==> config.mk <==
export PLATFORM = sky130hd
export DESIGN_NAME = cys_calendar_switch
export DESIGN_NICKNAME = d
export VERILOG_FILES = /design/src/rtl/cys_pkg.sv /design/src/rtl/cys_calendar_switch.sv /design/src/rtl/cys_chan_mem.sv
export VERILOG_INCLUDE_DIRS = /design/src /design/src/rtl
export SDC_FILE = /design/constraint.sdc
export NUM_CORES = 2
export LEC_CHECK = 0
export ABC_CLOCK_PERIOD_IN_PS = 5900
export BUFFER_PORTS_ARGS = -buffer_cell sky130_fd_sc_hd__buf_2
export CORE_ASPECT_RATIO = 0.5
export CORE_MARGIN = 2
export CORE_UTILIZATION = 45
export CTS_CLUSTER_DIAMETER = 50
export CTS_CLUSTER_SIZE = 25
export DETAILED_ROUTE_END_ITERATION = 16
export HOLD_SLACK_MARGIN = 0.15
export PLACE_DENSITY_LB_ADDON = 0.25
export SKIP_LAST_GASP = 1
export SLEW_MARGIN = 20
export SYNTH_ARGS = -nofsm -noshare
export SYNTH_HDL_FRONTEND = slang
export SYNTH_MEMORY_MAX_BITS = 65536
export SYNTH_SLANG_ARGS = --single-unit
==> constraint.sdc <==
create_clock -name ref_clk_i -period 5.9 [get_ports ref_clk_i]
set_input_delay 1.18 -clock ref_clk_i [delete_from_list [all_inputs] [get_ports ref_clk_i]]
set_output_delay 1.18 -clock ref_clk_i [all_outputs]
set_load 0.05 [all_outputs]
==> src/rtl/cys_regs.svh <==
/*
 * Constants of the calendar switch: memory layout, field positions,
 * scan figures and clock timing.
 * Assumes it is included by the package and by every design module.
 */
// Operation
// - thirty-two independent switch instances, each evaluated against the shared calendar.
// - each instance has four channels holding one on and one off setting.
// - all four channels of an instance drive one shared output bit.
// - settings resolve to whole days; no hour or minute is held.
// - on overlap the first on event sets the output, whatever channel.
// - the first off event clears the output, even if another range holds.
// - recurring switching by individual days, months or years is supported.
// - a recurring interval takes on and off from one single channel.
// - a continuous on period runs from a chosen day to a day/month/year end.
// - continuous period takes on from one channel, off from the next.
// - calendar date and time keep running from backup during power loss.
// - during power loss no switching happens and the output stays open.
// - a one on activate enables the instance when activation is required.
// - output is one exactly while the combined on condition holds; events set and clear it, off wins; only recompute scans load range levels.
// - with activation not required the instance always runs, activate ignored.
// - whole-year range turns on at year start, off after off year elapses.
`ifndef CYS_REGS_SVH
`define CYS_REGS_SVH

// =====================================================================
// sizes
`define CYS_INST_N 32
`define CYS_CHAN_N 4
`define CYS_ADDR_W 7
`define CYS_ENT_W 38
`define CYS_SET_W 19
`define CYS_KEY_W 16

// =====================================================================
// setting layout: {mask[2:0] = {year, month, day}, year, month, day}
`define CYS_DAY_LO 0
`define CYS_DAY_HI 4
`define CYS_MON_LO 5
`define CYS_MON_HI 8
`define CYS_YR_LO 9
`define CYS_YR_HI 15
`define CYS_MASK_LO 16
`define CYS_MASK_HI 18
`define CYS_ON_LO 0
`define CYS_ON_HI 18
`define CYS_OFF_LO 19
`define CYS_OFF_HI 37
`define CYS_YEAR_BASE 2000
`define CYS_YEAR_MAX 7'h63

// =====================================================================
// scan and timing
`define CYS_SCAN_FIRST 8'h00
`define CYS_SCAN_LAST 8'hff
`define CYS_LAST_CHAN 2'h3
`define CYS_CLK_PERIOD_NS 100
`define CYS_SCAN_CYCLES 256

`endif

==> src/rtl/cys_pkg.sv <==
/*
 * Types of the calendar switch.
 * Assumes cys_regs.svh for the widths.
 */
`include "cys_regs.svh"

package cys_pkg;
    typedef logic [`CYS_KEY_W-1:0] cys_date_t;
    typedef logic [`CYS_SET_W-1:0] cys_set_t;
    typedef enum logic [0:0] {
        CYS_IDLE = 1'b0,
        CYS_SCAN = 1'b1
    } cys_state_t;
endpackage

==> src/rtl/cys_calendar_switch.sv <==
/*
 * Calendar switch: 32 instances of four day-resolution channels, each
 * instance driving one output bit. A scan walks every channel on each
 * midnight date update and after power returns.
 * Assumes the date inputs are stable for a scan (256 clocks) after the
 * tick, years are counted from 2000, and the backup clock keeps them
 * valid while main power is down.
 */
`timescale 1ns/1ns
`include "cys_regs.svh"

module cys_calendar_switch
    import cys_pkg::*;
(
    input wire logic ref_clk_i, // 10 MHz clock
    input wire logic sys_rst_i, // sync reset, high
    input wire logic [4:0] cal_day_i, // day of month 1..31
    input wire logic [3:0] cal_month_i, // month 1..12
    input wire logic [6:0] cal_year_i, // year minus 2000
    input wire logic date_tick_i, // one-cycle pulse at midnight
    input wire logic power_ok_i, // main power present
    input wire logic [`CYS_INST_N-1:0] act_req_i, // activation-required option
    input wire logic [`CYS_INST_N-1:0] activate_i, // activate input per instance
    input wire logic cfg_wr_i, // setting write strobe
    input wire logic [4:0] cfg_inst_i, // instance to write
    input wire logic [1:0] cfg_chan_i, // channel A..D to write
    input wire logic [`CYS_ENT_W-1:0] cfg_data_i, // {off setting, on setting}
    output logic [`CYS_INST_N-1:0] switch_output_bit_o, // one bit per instance
    output logic scan_busy_o // scan in progress
);
    // =================================================================
    // state
    cys_state_t state_reg, state_next;
    logic mode_reg, mode_next; // 1: recompute levels, 0: events
    logic [7:0] idx_reg, idx_next; // {instance, channel, phase}
    logic tick_pend_reg, tick_pend_next;
    logic rec_pend_reg, rec_pend_next;
    logic pwr_reg, pwr_next;
    cys_date_t cur_date_reg, cur_date_next;
    cys_date_t prev_date_reg, prev_date_next;
    logic acc_on_reg, acc_on_next;
    logic acc_off_reg, acc_off_next;
    logic acc_lvl_reg, acc_lvl_next;
    logic hold_v_reg, hold_v_next;
    cys_set_t hold_reg, hold_next;
    logic [`CYS_INST_N-1:0] inst_state_reg, inst_state_next;
    logic [`CYS_INST_N-1:0] out_reg, out_next;
    logic busy_reg, busy_next;

    logic [`CYS_ENT_W-1:0] rd_data;
    logic [`CYS_INST_N-1:0] en_vec;
    logic [`CYS_INST_N-1:0] inst_sel;
    cys_set_t on_s, off_s, lo_s;
    logic [2:0] on_m, off_m;
    logic ev_on, ev_off, lvl_one, first_ch;
    logic on_all, off_all, lvl_all, proc, proc_last;

    // =================================================================
    // setting store
    cys_chan_mem u_mem (
        .ref_clk_i(ref_clk_i),
        .sys_rst_i(sys_rst_i),
        .wr_i(cfg_wr_i),
        .wr_addr_i({cfg_inst_i, cfg_chan_i}),
        .wr_data_i(cfg_data_i),
        .rd_addr_i(idx_reg[7:1]),
        .rd_data_o(rd_data)
    );

    // keep only the fields a setting uses; day granularity only
    function automatic cys_date_t date_key(input cys_date_t d, input logic [2:0] m);
        date_key = {d[`CYS_YR_HI:`CYS_YR_LO] & {7{m[2]}},
                    d[`CYS_MON_HI:`CYS_MON_LO] & {4{m[1]}},
                    d[`CYS_DAY_HI:`CYS_DAY_LO] & {5{m[0]}}};
    endfunction

    // =================================================================
    // channel evaluation
    always_comb begin
        en_vec = ~act_req_i | activate_i;
        inst_sel = `CYS_INST_N'(1) << idx_reg[7:3];
        on_s = rd_data[`CYS_ON_HI:`CYS_ON_LO];
        off_s = rd_data[`CYS_OFF_HI:`CYS_OFF_LO];
        on_m = on_s[`CYS_MASK_HI:`CYS_MASK_LO];
        off_m = off_s[`CYS_MASK_HI:`CYS_MASK_LO];
        proc = (state_reg == CYS_SCAN) && idx_reg[0];
        proc_last = proc && (idx_reg[2:1] == `CYS_LAST_CHAN);
        first_ch = (idx_reg[2:1] == 2'h0);
        // on event: first day whose key equals the on key
        ev_on = (|on_m)
            && (date_key(cur_date_reg, on_m) == date_key(on_s[15:0], on_m))
            && (date_key(prev_date_reg, on_m) != date_key(on_s[15:0], on_m));
        // off event: midnight after the off period has elapsed
        ev_off = (|off_m)
            && (date_key(prev_date_reg, off_m) == date_key(off_s[15:0], off_m))
            && (date_key(cur_date_reg, off_m) != date_key(off_s[15:0], off_m));
        // lower bound from own channel, or held on of previous channel
        lo_s = (|on_m) ? on_s : hold_reg;
        lvl_one = (|off_m) && ((|on_m) || (hold_v_reg && !first_ch))
            && (date_key(cur_date_reg, off_m) >= date_key(lo_s[15:0], off_m))
            && (date_key(cur_date_reg, off_m) <= date_key(off_s[15:0], off_m));
        on_all = (!first_ch && acc_on_reg) || ev_on;
        off_all = (!first_ch && acc_off_reg) || ev_off;
        lvl_all = (!first_ch && acc_lvl_reg) || lvl_one;
    end

    // =================================================================
    // scan sequencer
    always_comb begin
        state_next = state_reg;
        mode_next = mode_reg;
        idx_next = idx_reg;
        tick_pend_next = tick_pend_reg | date_tick_i; // set wins
        rec_pend_next = rec_pend_reg | (power_ok_i & ~pwr_reg);
        pwr_next = power_ok_i;
        cur_date_next = cur_date_reg;
        prev_date_next = prev_date_reg;
        acc_on_next = acc_on_reg;
        acc_off_next = acc_off_reg;
        acc_lvl_next = acc_lvl_reg;
        hold_v_next = hold_v_reg;
        hold_next = hold_reg;
        inst_state_next = inst_state_reg;
        case (state_reg)
            CYS_IDLE: begin
                if (power_ok_i && (rec_pend_reg || tick_pend_reg)) begin
                    state_next = CYS_SCAN;
                    mode_next = rec_pend_reg;
                    idx_next = `CYS_SCAN_FIRST;
                    cur_date_next = {cal_year_i, cal_month_i, cal_day_i};
                    rec_pend_next = power_ok_i & ~pwr_reg;
                    tick_pend_next = date_tick_i;
                end
            end
            CYS_SCAN: begin
                idx_next = idx_reg + 8'h01;
                if (proc) begin
                    acc_on_next = on_all;
                    acc_off_next = off_all;
                    acc_lvl_next = lvl_all;
                    hold_v_next = (|on_m) && !(|off_m);
                    hold_next = on_s;
                    if (proc_last && power_ok_i && en_vec[idx_reg[7:3]]) begin
                        if (mode_reg) begin
                            inst_state_next[idx_reg[7:3]] = lvl_all;
                        end else if (off_all) begin
                            inst_state_next[idx_reg[7:3]] = 1'b0;
                        end else if (on_all) begin
                            inst_state_next[idx_reg[7:3]] = 1'b1;
                        end
                    end
                    if (idx_reg == `CYS_SCAN_LAST) begin
                        state_next = CYS_IDLE;
                        prev_date_next = cur_date_reg;
                    end
                end
            end
            default: begin
                state_next = CYS_IDLE;
            end
        endcase
        out_next = inst_state_next & en_vec & {`CYS_INST_N{power_ok_i}};
        busy_next = (state_next == CYS_SCAN);
    end

    always_ff @(posedge ref_clk_i) begin
        if (sys_rst_i) begin
            state_reg <= CYS_IDLE;
            mode_reg <= 1'b0;
            idx_reg <= 8'h00;
            tick_pend_reg <= 1'b0;
            rec_pend_reg <= 1'b1;
            pwr_reg <= 1'b0;
            cur_date_reg <= 16'h0000;
            prev_date_reg <= 16'h0000;
            acc_on_reg <= 1'b0;
            acc_off_reg <= 1'b0;
            acc_lvl_reg <= 1'b0;
            hold_v_reg <= 1'b0;
            hold_reg <= 19'h00000;
            inst_state_reg <= 32'h00000000;
            out_reg <= 32'h00000000;
            busy_reg <= 1'b0;
        end else begin
            state_reg <= state_next;
            mode_reg <= mode_next;
            idx_reg <= idx_next;
            tick_pend_reg <= tick_pend_next;
            rec_pend_reg <= rec_pend_next;
            pwr_reg <= pwr_next;
            cur_date_reg <= cur_date_next;
            prev_date_reg <= prev_date_next;
            acc_on_reg <= acc_on_next;
            acc_off_reg <= acc_off_next;
            acc_lvl_reg <= acc_lvl_next;
            hold_v_reg <= hold_v_next;
            hold_reg <= hold_next;
            inst_state_reg <= inst_state_next;
            out_reg <= out_next;
            busy_reg <= busy_next;
        end
    end

    assign switch_output_bit_o = out_reg;
    assign scan_busy_o = busy_reg;
endmodule

==> src/rtl/cys_chan_mem.sv <==
/*
 * Channel setting store: 128 entries, one per instance and channel.
 * Assumes one write port from configuration and one scan read port;
 * read data appear one clock after the address.
 */
`timescale 1ns/1ns
`include "cys_regs.svh"

module cys_chan_mem
    import cys_pkg::*;
(
    input wire logic ref_clk_i, // 10 MHz clock
    input wire logic sys_rst_i, // sync reset, high
    input wire logic wr_i, // write strobe
    input wire logic [`CYS_ADDR_W-1:0] wr_addr_i, // {instance, channel}
    input wire logic [`CYS_ENT_W-1:0] wr_data_i, // {off, on}
    input wire logic [`CYS_ADDR_W-1:0] rd_addr_i, // scan address
    output logic [`CYS_ENT_W-1:0] rd_data_o // registered read data
);
    logic [`CYS_ENT_W-1:0] mem_reg [0:(1<<`CYS_ADDR_W)-1];
    logic [`CYS_ENT_W-1:0] rd_reg;
    logic [`CYS_ENT_W-1:0] rd_next;

    always_comb begin
        rd_next = mem_reg[rd_addr_i];
    end

    always_ff @(posedge ref_clk_i) begin
        if (wr_i) begin
            mem_reg[wr_addr_i] <= wr_data_i;
        end
    end

    always_ff @(posedge ref_clk_i) begin
        if (sys_rst_i) begin
            rd_reg <= '0;
        end else begin
            rd_reg <= rd_next;
        end
    end

    assign rd_data_o = rd_reg;
endmodule

# Word-level counts from Yosys, hierarchy flattened
# Memory sizes are Yosys's and may differ from the RTL's. A register that Yosys moved wholly into a read port is not among the register bits.
# Index checks and enable logic that the tools add are counted.
# op_classes
n_addsub,1
magnitude_cmp,4
eq_ne,7
mux,24
n_bitwise,33
n_reduce_logical,31
# op_table
op,count
two-way mux 32 bit,6
AND 32 bit,3
inverter 32 bit,2
bitwise OR 32 bit,2
AND 7 bit,7
AND 5 bit,7
bitwise mux 32 bit,1
== test 16 bit,2
inequality test 16 bit,2
AND 4 bit,7
logical AND 1 bit,18
>= comparator 16 bit,1
<= comparator 16 bit,1
two-way mux 16 bit,1
case mux 8 bit (2 select lines),1
two-way mux 1 bit,11
"adder 8 x 1 -> 8 bit, second input constant",1
"== test 8 bit, second input constant",1
two-way mux 8 bit,1
"< comparator 5 x 6 -> 1 bit, second input constant",1
OR reduction 3 bit,2
binary-select mux 1 bit (select 5 bit),1
demux 1 bit (select 5 bit),1
">= comparator 5 x 1 -> 1 bit, second input constant",1
other kinds (11),19
# word_totals
regBits,129
ramBits,4864
inputBits,130
n_memories,1
# mem_list
name,depth,width,read_ports,rd_clocked_by_memory_dff,wr,line,text
u_mem.mem_reg,128,38,1,1,1,cys_chan_mem.sv:20,logic [`CYS_ENT_W-1:0] mem_reg [0:(1<<`CYS_ADDR_W)-1];

# Depth between registers and ports, before layout
# depth
depth_word,15
ltp_mapped,13
mapped_depth_nobuf,11

# Hierarchy
# Synthesis repeated with hierarchy kept, for this count alone.
# unflattened
hier_cells,10223
hier_area_um2,195936.7
# modules_own_cells
module,instances,cells_per_inst,area_per_inst_um2,seq_area_each_um2
cys_chan_mem,1,9277,188442.0,146820.8
cys_calendar_switch,1,946,7494.7,2582.5

# Worst setup path after synthesis
# OpenSTA, ideal clock, no wires.
# synth_path
path_type,input to register
start,input cfg_wr_i
end,"memory u_mem.mem_reg[98][0] in the netlist's numbering, enable pin"
arrival_ps,4360
required_time_ps,5420
setup_slack_ps,1060
cell_stages,3
path_buffers,1
path_cell_list,clkbuf_1 nand4_1 nor3_1
# synth_via
elab_chain_cells,2
# synth_lines
item,line,text
from (decl),cys_calendar_switch.sv:24,"input wire logic cfg_wr_i,"
two-way mux 1 bit,cys_chan_mem.sv:29,if (wr_i) begin
two-way mux 1 bit (not written as such),cys_chan_mem.sv:30,mem_reg[wr_addr_i] <= wr_data_i;
to (decl),cys_chan_mem.sv:20,
# No other way between the ends.

==> metrics.yaml <==
outcome:
  status: "finished clean"
clock_tree:
  cts_buffers: 303
  cts_tree: "done"
  clockBufferDepth: 4
  cts.repair.resized: 0
  clk_pin_slew_worst_paths_ns: 0.09
  cts_setup_buffers: 0
  cts_hold_buf: 0
  cts-root-buf: "clkbuf_16"
  clk_latency_ns: 0.98
  h-tree-depth: 5
  cts_sinks: 5031
sta:
  post-route-period-util: 0.8360
  setup_tns_ns: 0
  worst_pin_slew_ns: 1.305
  setup_violations: 0
  maxSlewViolCount: 0
  setup_ws_ns: 0.9677
  fin_skew_ns: 0.06647
  layout_min_cycle_time_ns: 4.932
  fmax_mhz: 202.7
  timing.hold.ws_ns: 0.4580
  final_hold_viol_count: 0
  slew_headroom: 0.1233
  rsz0062_at_grt: "no"
global_route:
  grt_pass1_wl_um: 794500
  antenna_found_initial: 70
  overflow: 0
  grt_max_degree: 129
  grt_pass1_vias: 91920
  grt_use_total: 0.2655
die:
  dieArea_sq_mm: 0.4362
  initial_core_util: 0.4519
  core.rowCount: 170
  core_area_sq_mm: 0.4288
  io_pins: 163
  die_h_um: 468.0
  die_width_um: 932.0
placement:
  dpl.cell_count: 14380
  gp_congestion: 0.9430
  port_buffers: 162
  dp_hpwl_um: 360800
  dpl_worst_slack_ns: 0.8545
routing:
  wire_per_inst_um: 39.28
  vias_per_cell: 6.494
  drt-total-wl_um: 587300
  drtPass1Iterations: 6
  first_iter_violations: 17190
  ant_nets: 0
  drc: 0
  via_count: 97100
logic_synthesis:
  ys.flop_type: "edfxtp_1"
  yosysSeqAreaShare: 0.7710
  synth-seq-cells: 5031
  syn-cell-area_sq_mm: 0.1938
  synth.avg_cell_area_sq_um: 22.89
  ys_warn_count: 0
  syn_inst: 8467
  synth_fp_nets: 8630
  synth.distinct_cells: 78
  async_flop_share: 0
  synth_edf_count: 4864
flow_run:
  drv_cap: 0
cells_and_area:
  largest_reg_flops: 4864
  area_growth_pct: 11.27
  layout_common_cells: "edfxtp_1 (4864), mux4_2 (1464), buf_4 (429), clkbuf_16 (311), nand2_1 (295)"
  drive_gt1_frac: 0.3046
  nNetsFinal: 9086
  layout.cells.non_filler: 14950
  mostFrequentLayoutCell: "edfxtp_1"
worst_hold_path:
  hold_path.class: "reg -> reg"
worst_setup_path:
  critPathArrivalTime_ns: 5.67
  worstSetupStartpointType: "register"
  path_class: "reg -> reg"
  end_kind: "register"
  crit_required_ns: 6.63
  crit_path_max_fanout: 84
  r2r_setup_slack_ns: 0.97
power_and_ir_drop:
  power.density_mw_per_mm2: 303.9
  p_leak_nw: 63.54
  vdd_drop_max_uv: 248.9
-- synth_stat cells, types with 21 or more instances --
cell / count / share of area
edfxtp_1: 4864 / 0.75
mux4_2: 1464 / 0.17
nand2_1: 298 / 0.0058
nor2_1: 210 / 0.0041
clkbuf_1: 196 / 0.0038
dfxtp_1: 167 / 0.017
buf_2: 163 / 0.0042
a21oi_1: 124 / 0.0032
a22oi_1: 80 / 0.0031
mux2i_1: 71 / 0.0037
buf_4: 68 / 0.0026
a211oi_1: 56 / 0.0022
nor3_1: 50 / 0.0013
o21ai_0: 48 / 0.0012
nor4_1: 45 / 0.0015
nand3_1: 44 / 0.0011
inv_1: 38 / 0.00074
ha_1: 33 / 0.0021
o31ai_1: 33 / 0.0013
xnor2_1: 32 / 0.0014
buf_1: 27 / 0.00052
a31oi_1: 26 / 0.00084
nand4_1: 24 / 0.00077
nor2b_1: 24 / 0.00077
mux2_2: 21 / 0.0012
-- final timing paths --
kind | cells after the start | start | endpoint
worst max-delay path | 8 | idx_reg[2] | u_mem.rd_data_o[25]
worst min-delay path | 2 | hold_reg[4] | hold_reg[4]
worst max register to register | 8 | idx_reg[2] | u_mem.rd_data_o[25]
worst min register to register | 2 | hold_reg[4] | hold_reg[4]
-- final cells by class --
| class | instances | area, sq um |
|---|---|---|
| clock buffer | 334 | 7869 |
| tap | 5762 | 7209 |
| fill | 33640 | 213200 |
| timing repair buffer | 621 | 5239 |
| clock inverter | 200 | 2635 |
| inverter | 40 | 150.1 |
| multi-input combinational | 2926 | 42980 |
| sequential | 5031 | 149400 |
| antenna | 38 | 95.09 |
-- layer usage --
| layer | share of wire | global-route usage | wire length [um] |
|---|---|---|---|
| met1 | 0.40 | 0.3910 | 234100 |
| met2 | 0.43 | 0.3831 | 254600 |
| met3 | 0.13 | 0.07988 | 75400 |
| met4 | 0.039 | 0.08580 | 23170 |
| met5 | 0.00024 | 0 | 139 |
-- metrics by stage --
stage	power (mW)	instance area [sq um]	utilization
final	65.52	215600	0.5028
after global routing	67.06	215600	0.5027
after CTS	65.73	215400	0.5023
after detailed placement	42.19	204900	0.4778
after global placement	42.14	204800	0.4777
after floorplan	40.94	193800	-
-- where the power goes --
group | leakage [nW] | internal (mW) | switching (mW) | total [mW]
clock network | 5.09 | 11.3 | 12.8 | 24.1
logic | 13.4 | 0.612 | 1.44 | 2.05
registers | 45.1 | 39.2 | 0.0945 | 39.3
-- cell families after synthesis --
| family | Yosys count | share of synthesized area |
|---|---|---|
| xor+xnor | 49 | 0.002215 |
| mux | 1556 | 0.1750 |
| compound gates | 504 | 0.01816 |
| flops | 5031 | 0.7710 |
| buf+inv | 510 | 0.01287 |
| fa+ha+maj | 33 | 0.002131 |
| simple gates | 784 | 0.01856 |
-- worst max-delay path, cell delays in order, from the launching register on --
cell	delay (ns)
dfxtp_4	0.86
buf_12	0.47
buf_4	0.51
mux4_2	0.36
mux2i_1	0.69
nor2_1	0.08
a2111oi_0	1.10
buf_4	0.31
a31oi_1	0.21
No activity file was read; power rests on OpenSTA's default activity.
